## src/hw/bcrf_pkg.sv

```systemverilog
// Behaviour
// - twenty-four 32-bit registers: two banks of eight plus eight shared
// - user mode always uses bank 0; bank 1 unreachable
// - exception entry forces bank select to 1; privileged then uses bank 1
// - privileged with bank select 0 uses bank 0; bank 1 alternate
// - unselected bank reachable only via control load/store ops
// - register zero usable implicitly as operand and as index
// - general register contents undefined after reset
// - accumulator pair and return link moved only by system load/store
// - product upper half in high accumulator, lower in low
// - multiply-accumulate adds pair contents; pair takes result
// - accumulator pair undefined after reset
// - subroutine call ops write return address to return link
// - return copies return link into instruction pointer
// - instruction pointer is current instruction address plus 4
// - no operation reads instruction pointer into a general register
// - exception entry saves instruction pointer first
// - instruction pointer supplies base for relative addressing
// - privilege bit 1 is privileged; set on reset and exception
// - bank select set to 1 on reset
package bcrf_pkg;
	localparam int unsigned BCRF_W      = 32;
	localparam int unsigned BCRF_NBANK  = 8;
	localparam logic [31:0] BCRF_IP_RST = 32'hA0000000;
	localparam logic [31:0] BCRF_IP_INC = 32'h00000004;
	localparam logic [3:0]  BCRF_R0     = 4'h0;

	// system register selector for load/store system ops
	typedef enum logic [1:0] {
		BCRF_SYS_MUL_ACC_HIGH = 2'b00,
		BCRF_SYS_MUL_ACC_LOW = 2'b01,
		BCRF_SYS_LINK = 2'b10,
		BCRF_SYS_NONE = 2'b11
	} bcrf_sys_t;

	// execute-stage command bundle
	typedef struct packed {
		logic        gr_we;
		logic [3:0]  gr_waddr;
		logic [31:0] gr_wdata;
		logic        alt_we;     // load_control_op to alternate bank
		logic [2:0]  alt_addr;
		logic [31:0] alt_wdata;
		logic        sys_we;     // load_system_op
		bcrf_sys_t   sys_sel;
		logic [31:0] sys_wdata;
		logic        mul_we;     // plain multiply
		logic        mac_we;     // multiply-accumulate
		logic [63:0] product;
		logic        call;       // any of three call ops
		logic        ret;
		logic        exc_entry;
		logic [31:0] exc_vector;
		logic        ip_load;    // taken branch / jump
		logic [31:0] ip_target;
		logic        ip_step;    // advance to next instruction
		logic        sr_we;      // control-op write of status word bits
		logic        sr_priv;
		logic        sr_bank;
	} bcrf_cmd_t;

	typedef struct packed {
		logic        priv;
		logic        bank;
		logic [31:0] ip;
		logic [31:0] saved_ip;
		logic [31:0] rd_a;
		logic [31:0] rd_b;
		logic [31:0] rd_r0;
		logic [31:0] rd_alt;
		logic [31:0] rd_sys;
	} bcrf_out_t;

	// physical low register index: bit3 is the bank
	function automatic logic [3:0] bcrf_phys(input logic priv,
		input logic bank, input logic [2:0] idx);
		bcrf_phys = {priv & bank, idx};
	endfunction
endpackage

```

## src/hw/bcrf_acc.sv

```systemverilog
`timescale 1ns/10ps
`default_nettype none
// multiply-accumulate pair; no reset on contents
module bcrf_acc
	import bcrf_pkg::*;
(
	input  wire logic        sys_clk_i,
	input  wire logic        reset_i,
	input  wire logic        mul_we_i,
	input  wire logic        mac_we_i,
	input  wire logic [63:0] product_i,
	input  wire logic        sys_we_i,
	input  wire bcrf_sys_t   sys_sel_i,
	input  wire logic [31:0] sys_wdata_i,
	output logic      [31:0] high_o,
	output logic      [31:0] low_o
);
	typedef struct packed {
		logic [31:0] high;
		logic [31:0] low;
	} bcrf_acc_st_t;

	bcrf_acc_st_t st_q, st_d;
	logic [63:0]  sum;

	// next value of the pair
	always_comb begin
		st_d = st_q;
		sum  = {st_q.high, st_q.low} + product_i;
		if (mac_we_i) begin
			st_d.high = sum[63:32];
			st_d.low  = sum[31:0];
		end else if (mul_we_i) begin
			st_d.high = product_i[63:32];
			st_d.low  = product_i[31:0];
		end else if (sys_we_i) begin
			if (sys_sel_i == BCRF_SYS_MUL_ACC_HIGH)
				st_d.high = sys_wdata_i;
			if (sys_sel_i == BCRF_SYS_MUL_ACC_LOW)
				st_d.low = sys_wdata_i;
		end
	end

	always_ff @(posedge sys_clk_i) begin
		st_q <= st_d;
	end

	assign high_o = st_q.high;
	assign low_o  = st_q.low;

	chk_mac_sum_load: assert property (@(posedge sys_clk_i)
		disable iff (reset_i) mac_we_i |=>
		{high_o, low_o} == $past(sum))
		else $error("accumulate result wrong");
	chk_mul_halves: assert property (@(posedge sys_clk_i)
		disable iff (reset_i) (mul_we_i && !mac_we_i) |=>
		high_o == $past(product_i[63:32]) &&
		low_o == $past(product_i[31:0]))
		else $error("product halves misplaced");
endmodule
`default_nettype wire

```

## src/hw/bcrf_top.sv

```systemverilog
`timescale 1ns/10ps
`default_nettype none
// banked general register file with system registers and pointer
module bcrf_top
	import bcrf_pkg::*;
(
	input  wire logic      sys_clk_i,
	input  wire logic      reset_i,
	input  wire bcrf_cmd_t cmd_i,
	input  wire logic [3:0] rd_a_addr_i,
	input  wire logic [3:0] rd_b_addr_i,
	input  wire logic [2:0] rd_alt_addr_i,
	input  wire bcrf_sys_t rd_sys_sel_i,
	output bcrf_out_t      out_o
);
	// control state; register array kept apart as it has no reset
	typedef struct packed {
		logic        priv;
		logic        bank;
		logic [31:0] ip;
		logic [31:0] saved_ip;
		logic [31:0] link;
		bcrf_out_t   out;
	} bcrf_st_t;

	bcrf_st_t    st_q, st_d;
	logic [31:0] low_q  [2*BCRF_NBANK];
	logic [31:0] high_q [BCRF_NBANK];
	logic [31:0] mul_acc_high, mul_acc_low;
	logic [3:0]  wphys, altphys, rd_altphys;
	logic        wr_low, wr_alt;

	bcrf_acc u_acc (
		.sys_clk_i   (sys_clk_i),
		.reset_i     (reset_i),
		.mul_we_i    (cmd_i.mul_we),
		.mac_we_i    (cmd_i.mac_we),
		.product_i   (cmd_i.product),
		.sys_we_i    (cmd_i.sys_we),
		.sys_sel_i   (cmd_i.sys_sel),
		.sys_wdata_i (cmd_i.sys_wdata),
		.high_o      (mul_acc_high),
		.low_o       (mul_acc_low)
	);

	// read port helper: low regs via active bank, high regs shared
	function automatic logic [31:0] rd_gr(input logic [3:0] a,
		input logic p, input logic b);
		if (a[3])
			rd_gr = high_q[a[2:0]];
		else
			rd_gr = low_q[bcrf_phys(p, b, a[2:0])];
	endfunction

	// write decode of the physical low register
	always_comb begin
		wphys   = bcrf_phys(st_q.priv, st_q.bank, cmd_i.gr_waddr[2:0]);
		wr_low  = cmd_i.gr_we && !cmd_i.gr_waddr[3];
		altphys = {~(st_q.priv & st_q.bank), cmd_i.alt_addr};
		rd_altphys = {~(st_q.priv & st_q.bank), rd_alt_addr_i};
		// alternate access exists only in privileged mode
		wr_alt  = cmd_i.alt_we && st_q.priv;
	end

	// register array; no reset, contents undefined
	always_ff @(posedge sys_clk_i) begin
		if (wr_low)
			low_q[wphys] <= cmd_i.gr_wdata;
		if (cmd_i.gr_we && cmd_i.gr_waddr[3])
			high_q[cmd_i.gr_waddr[2:0]] <= cmd_i.gr_wdata;
		// alternate write loses only to a same-cycle general write of the same physical register
		if (wr_alt && !(wr_low && wphys == altphys))
			low_q[altphys] <= cmd_i.alt_wdata;
	end

	// control state next value
	always_comb begin
		st_d = st_q;
		if (cmd_i.ip_step)
			st_d.ip = st_q.ip + BCRF_IP_INC;
		if (cmd_i.ip_load)
			st_d.ip = cmd_i.ip_target;
		if (cmd_i.call)
			st_d.link = st_q.ip;
		if (cmd_i.ret)
			st_d.ip = st_q.link;
		if (cmd_i.sys_we && cmd_i.sys_sel == BCRF_SYS_LINK &&
			!cmd_i.call)
			st_d.link = cmd_i.sys_wdata;
		// status bits writable only while privileged
		if (cmd_i.sr_we && st_q.priv) begin
			st_d.priv = cmd_i.sr_priv;
			st_d.bank = cmd_i.sr_bank;
		end
		// exception entry wins over the pointer and status writes above
		if (cmd_i.exc_entry) begin
			st_d.saved_ip = st_q.ip;
			st_d.priv = 1'b1;
			st_d.bank = 1'b1;
			st_d.ip   = cmd_i.exc_vector;
		end
		// registered outputs from next-cycle state
		st_d.out.priv     = st_d.priv;
		st_d.out.bank     = st_d.bank;
		st_d.out.ip       = st_d.ip;
		st_d.out.saved_ip = st_d.saved_ip;
		// pointer has no general read path
		st_d.out.rd_a   = rd_gr(rd_a_addr_i, st_q.priv, st_q.bank);
		st_d.out.rd_b   = rd_gr(rd_b_addr_i, st_q.priv, st_q.bank);
		st_d.out.rd_r0  = rd_gr(BCRF_R0, st_q.priv, st_q.bank);
		st_d.out.rd_alt = st_q.priv ? low_q[rd_altphys] : '0;
		case (rd_sys_sel_i)
			BCRF_SYS_MUL_ACC_HIGH: st_d.out.rd_sys = mul_acc_high;
			BCRF_SYS_MUL_ACC_LOW: st_d.out.rd_sys = mul_acc_low;
			BCRF_SYS_LINK: st_d.out.rd_sys = st_q.link;
			default:       st_d.out.rd_sys = '0;
		endcase
	end

	always_ff @(posedge sys_clk_i) begin
		if (reset_i) begin
			st_q          <= '0;
			st_q.priv     <= 1'b1;
			st_q.bank     <= 1'b1;
			st_q.ip       <= BCRF_IP_RST;
			st_q.out.priv <= 1'b1;
			st_q.out.bank <= 1'b1;
			st_q.out.ip   <= BCRF_IP_RST;
		end else begin
			st_q <= st_d;
		end
	end

	assign out_o = st_q.out;

	chk_reset_state: assert property (@(posedge sys_clk_i)
		$past(reset_i) |-> out_o.priv && out_o.bank &&
		out_o.ip == BCRF_IP_RST)
		else $error("reset state wrong");
	chk_exc_bank_set: assert property (@(posedge sys_clk_i)
		disable iff (reset_i) cmd_i.exc_entry |=>
		out_o.bank && out_o.priv)
		else $error("exception did not select bank 1");
	chk_exc_save_ip: assert property (@(posedge sys_clk_i)
		disable iff (reset_i) cmd_i.exc_entry |=>
		out_o.saved_ip == $past(st_q.ip))
		else $error("pointer not saved");
	chk_call_link: assert property (@(posedge sys_clk_i)
		disable iff (reset_i) (cmd_i.call && !cmd_i.exc_entry) ##1
		(cmd_i.ret && !cmd_i.exc_entry) |=>
		out_o.ip == $past(st_q.ip, 2))
		else $error("return address wrong");
	chk_ip_step: assert property (@(posedge sys_clk_i)
		disable iff (reset_i) (cmd_i.ip_step && !cmd_i.ip_load &&
		!cmd_i.ret && !cmd_i.exc_entry) |=>
		out_o.ip == $past(st_q.ip) + BCRF_IP_INC)
		else $error("pointer step not 4");
	chk_user_bank0: assert property (@(posedge sys_clk_i)
		disable iff (reset_i) (wr_low && !st_q.priv) |->
		!wphys[3])
		else $error("user write reached bank 1");
	chk_alt_other: assert property (@(posedge sys_clk_i)
		disable iff (reset_i) wr_alt |->
		altphys[3] != wphys[3])
		else $error("alternate hit active bank");
	chk_priv_bank0: assert property (@(posedge sys_clk_i)
		disable iff (reset_i) (wr_low && st_q.priv && !st_q.bank)
		|-> !wphys[3])
		else $error("bank 0 not used");
	chk_gr_rdback: assert property (@(posedge sys_clk_i)
		disable iff (reset_i) (cmd_i.gr_we && !cmd_i.sr_we &&
		!cmd_i.exc_entry && !cmd_i.alt_we) ##1
		(rd_a_addr_i == $past(cmd_i.gr_waddr)) |=>
		out_o.rd_a == $past(cmd_i.gr_wdata, 2))
		else $error("read after write mismatch");

	cov_exc: cover property (@(posedge sys_clk_i) cmd_i.exc_entry);
	cov_call_ret: cover property (@(posedge sys_clk_i)
		cmd_i.call ##[1:4] cmd_i.ret);
	cov_user: cover property (@(posedge sys_clk_i) !st_q.priv);
	cov_alt: cover property (@(posedge sys_clk_i) wr_alt);
endmodule
`default_nettype wire

```

## config.mk

```make
export PLATFORM = sky130hd
export DESIGN_NAME = bcrf_top
export DESIGN_NICKNAME = d
export VERILOG_FILES = /design/src/hw/bcrf_pkg.sv /design/src/hw/bcrf_acc.sv /design/src/hw/bcrf_top.sv
export SDC_FILE = /design/constraint.sdc
export NUM_CORES = 2
export LEC_CHECK = 0
export ABC_AREA = 1
export BUFFER_PORTS_ARGS = -buffer_cell sky130_fd_sc_hd__buf_2
export CAP_MARGIN = 20
export CORE_MARGIN = 2
export CORE_UTILIZATION = 40
export DETAILED_ROUTE_END_ITERATION = 12
export PLACE_DENSITY = 0.65
export SYNTH_ARGS = -nofsm -noshare
export SYNTH_HDL_FRONTEND = slang
export SYNTH_SLANG_ARGS = --single-unit
```

## constraint.sdc

```tcl
create_clock -name sys_clk_i -period 4.65 [get_ports sys_clk_i]
set_input_delay 0.465 -clock sys_clk_i [delete_from_list [all_inputs] [get_ports sys_clk_i]]
set_output_delay 0.465 -clock sys_clk_i [all_outputs]
set_load 0.005 [all_outputs]
```

==> impl_metrics.env <==
export IMPL_cts_buffers=133
export IMPL_crit_arrival_ps=4220
export IMPL_die_w_um=417
export IMPL_fin_skew_ps=41.7
export IMPL_synthFlopType="edfxtp_1"
export IMPL_rsz0062_at_grt="no"
export IMPL_cp_end_kind="flop"
export IMPL_io_pins=487
export IMPL_routed_wl_met3_mm=30.8
export IMPL_topRoutingLayerUsed="met5"
export IMPL_syn_inst=9043
export IMPL_r2r_end="low_q[14][29]"
export IMPL_clockRootBuffer="clkbuf_16"
export IMPL_synth_top_area_share_pct=36.6
export IMPL_yosys_warnings=0
export IMPL_period_share_pct=79.5
export IMPL_powerDensity_mw_per_mm2=377
export IMPL_min_from="cmd_i[168]"
export IMPL_share_seq_of_total_power_pct=40.2
export IMPL_finalCriticalPeriod_ps=3700
export IMPL_p_clk_share_pct=38.5
export IMPL_finalHoldViolations=0
export IMPL_final_nets=9192
export IMPL_cts_tree="yes"
export IMPL_synthArstFlopShare_pct=0
export IMPL_die_h_um=417
export IMPL_ys_ff_latch=1090
export IMPL_drc=0
export IMPL_rrSetupSlack_ps=950
export IMPL_r2r_start="out_o[225]"
export IMPL_worst_setup_path_type="flop to flop"
export IMPL_clkTransAtPathRegs_ps=70
export IMPL_p_sw_uw=9340
export IMPL_core_mm2=0.169
export IMPL_start_util_pct=40.3
export IMPL_yosysTopAreaCell="edfxtp_1"
export IMPL_post_cts_resized=0
export IMPL_htreeDepth=4
export IMPL_finalSetupViolCount=0
export IMPL_combPwrFrac_pct=21.3
export IMPL_critical_path_required_ps=5180
export IMPL_min_to="st_q[256]"
export IMPL_layout_setup_ws_ps=954
export IMPL_synthTopCellsByArea="edfxtp_1, o21ai_0, nand2_1, dfxtp_1, a21oi_1"
export IMPL_grt_max_degree=153
export IMPL_final_layout_size_suffix_gt1_share_pct=10.3
export IMPL_finalWirelength_mm=310
export IMPL_swShare_pct=33.0
export IMPL_synth_area_per_cell_um2=7.55
export IMPL_dp_final_hpwl_mm=209
export IMPL_num_vias=67800
export IMPL_synth_edf_count=832
export IMPL_gr_total_overflow=0
export IMPL_grt_pass1_vias=63200
export IMPL_tightestPinTransition_ps=1240
export IMPL_grt_antenna_before_repair=11
export IMPL_netlist_area_mm2=0.0683
export IMPL_area_growth_pct=9.89
export IMPL_vdd_drop_max_uv=454
export IMPL_grt_first_pass_wirelength_mm=439
export IMPL_maxCapViolCount=0
export IMPL_firstDrtPassIters=7
export IMPL_fmax_ghz=0.271
export IMPL_min_path_cells=5
export IMPL_relSlewSlack_pct=17.4
export IMPL_die_area_mm2=0.174
export IMPL_place_gp_congestion=1.05
export IMPL_grt_use_total_pct=34.4
export IMPL_dp_cells=10900
export IMPL_wire_per_inst_um=27.7
export IMPL_clk_path_buf_depth=3
export IMPL_critPathMaxFanout=57
export IMPL_p_int_uw=18900
export IMPL_critPathLaunchType="flop"
export IMPL_detail_route_antenna_nets=0
export IMPL_drt_met1_wl_mm=106
export IMPL_ys_types=44
export IMPL_power_leakage_uw=0.0310
export IMPL_row_count=151
export IMPL_min_path_type="primary input to flop"
export IMPL_cts_setup_buffers=0
export IMPL_port_buffers=486
export IMPL_layoutNonFillerInstCount=11200
export IMPL_place_area_mm2=0.0701
export IMPL_clock_latency_ps=830
export IMPL_rr_worst_depth=5
export IMPL_drtIter0Drc=9668
export IMPL_via_per_inst=6.05
export IMPL_synth_nets=9369
export IMPL_seq_area_frac_synth_pct=44.1
export IMPL_slew_violations=0
export IMPL_preCtsSetupSlack_ps=970
export IMPL_setup_tns_ps=0
export IMPL_met2_length_mm=142
export IMPL_final_area_mm2=0.0750
export IMPL_status="complete, no violations"
export IMPL_numClockSinks=1090
sequential cells by signal (all words and copies together) (netlist names):
register      count
high_q          256
u_acc.low_o      32
u_acc.high_o     32
out_o           226
st_q             32
low_q           512
Yosys cell counts (15+ instances only):
| cell type | instances |
|---|---|
| a221oi_1 | 19 |
| buf_4 | 246 |
| buf_6 | 21 |
| nor3_1 | 30 |
| o21ai_0 | 1641 |
| nand2_1 | 1852 |
| clkbuf_1 | 359 |
| inv_1 | 798 |
| nand3b_1 | 24 |
| o211ai_1 | 480 |
| ha_1 | 64 |
| a21oi_1 | 838 |
| dfxtp_1 | 258 |
| buf_1 | 103 |
| nand3_1 | 417 |
| o21ai_1 | 117 |
| o221ai_1 | 15 |
| nor2_1 | 557 |
| buf_2 | 236 |
| edfxtp_1 | 832 |
metal layers:
layer	GRT usage [%]	up-vias
met3	6.25	1139
met1	39.5	31500
met4	29.3	4
met2	55.6	4728
li1	-	30400
met5	0	-
logic make-up (layout without fill, tap and decap cells):
family / after synthesis / after routing / share of synthesized area [%]
compound gates: 3150 / 3150 / 25.2
xor+xnor: 23 / 23 / 0.295
fa+ha+maj: 65 / 65 / 1.20
buf+inv: 1777 / 1711 / 11.8
flops: 1090 / 1090 / 44.1
other cells: 0 / 8 / 0
simple gates: 2938 / 2938 / 17.4
worst max path at each step:
stage / startpoint / endpoint / slack, ps
final: out_o[225] / low_q[14][29] / 950
after global routing: out_o[225] / low_q[14][20] / 810
after CTS: out_o[225] / low_q[15][12] / 950
after detailed placement: out_o[225] / low_q[15][6] / 970
after global placement: out_o[225] / low_q[15][4] / 980
after floorplan: out_o[225] / low_q[3][0] / 790
placed cells by master (no fill, tap or decap), types with 15 or more instances in the layout:
cell | synthesis | routed
nand2_1 | 1852 | 1839
o21ai_0 | 1641 | 1623
a21oi_1 | 838 | 838
edfxtp_1 | 832 | 832
inv_1 | 798 | 792
nor2_1 | 557 | 547
o211ai_1 | 480 | 480
buf_2 | 236 | 475
nand3_1 | 417 | 413
dfxtp_1 | 258 | 258
clkbuf_16 | 0 | 137
o21ai_1 | 117 | 117
buf_4 | 246 | 113
ha_1 | 64 | 64
dlygate4sd3_1 | 0 | 39
nor3_1 | 30 | 30
clkbuf_1 | 359 | 27
nand3b_1 | 24 | 24
clkinv_2 | 0 | 23
nand2_2 | 8 | 20
clkinv_1 | 3 | 19
a221oi_1 | 19 | 19
buf_12 | 0 | 18
o21ai_4 | 0 | 17
o221ai_1 | 15 | 15
clkbuf_8 | 0 | 15
metrics by stage:
step                      hold WS (ps)  total power [uW]  util, %
after floorplan                    457             15100        -
after global placement             478             17300     41.4
after detailed placement           483             17400     41.4
after CTS                        0.667             28100     44.2
after global routing              15.4             29200     44.3
final                             33.1             28300     44.3
power groups by stage:
stage | logic [uW] | registers [uW] | clock network [uW]
after floorplan | 3730 | 11400 | 0
after detailed placement | 5790 | 11600 | 0
final | 6010 | 11400 | 10900
after CTS | 5840 | 11400 | 10900
after global routing | 6450 | 11400 | 11300
after global placement | 5740 | 11600 | 0
repair_timing:
action / in CTS / in global routing
hold buffers: 39 / 0
endpoints found under the setup margin: 0 / 0
endpoints found under the hold margin: 45 / 0
area by class of cell:
cell class / count / area (um^2)
clock buffer: 178 / 3720
inverter: 812 / 3070
fill: 16800 / 94400
timing repair buffer: 653 / 4120
sequential: 1090 / 30100
antenna: 8 / 20.0
clock inverter: 68 / 736
multi-input combinational: 6176 / 30500
tap: 2218 / 2780
critical path, cell delays in order (launching register included):
cell     delay, ps
dfxtp_1        550
nand2_8        300
inv_4          690
nand2_1        450
o21ai_4       1020
buf_4          320
No activity file was read; power rests on OpenSTA's default activity.
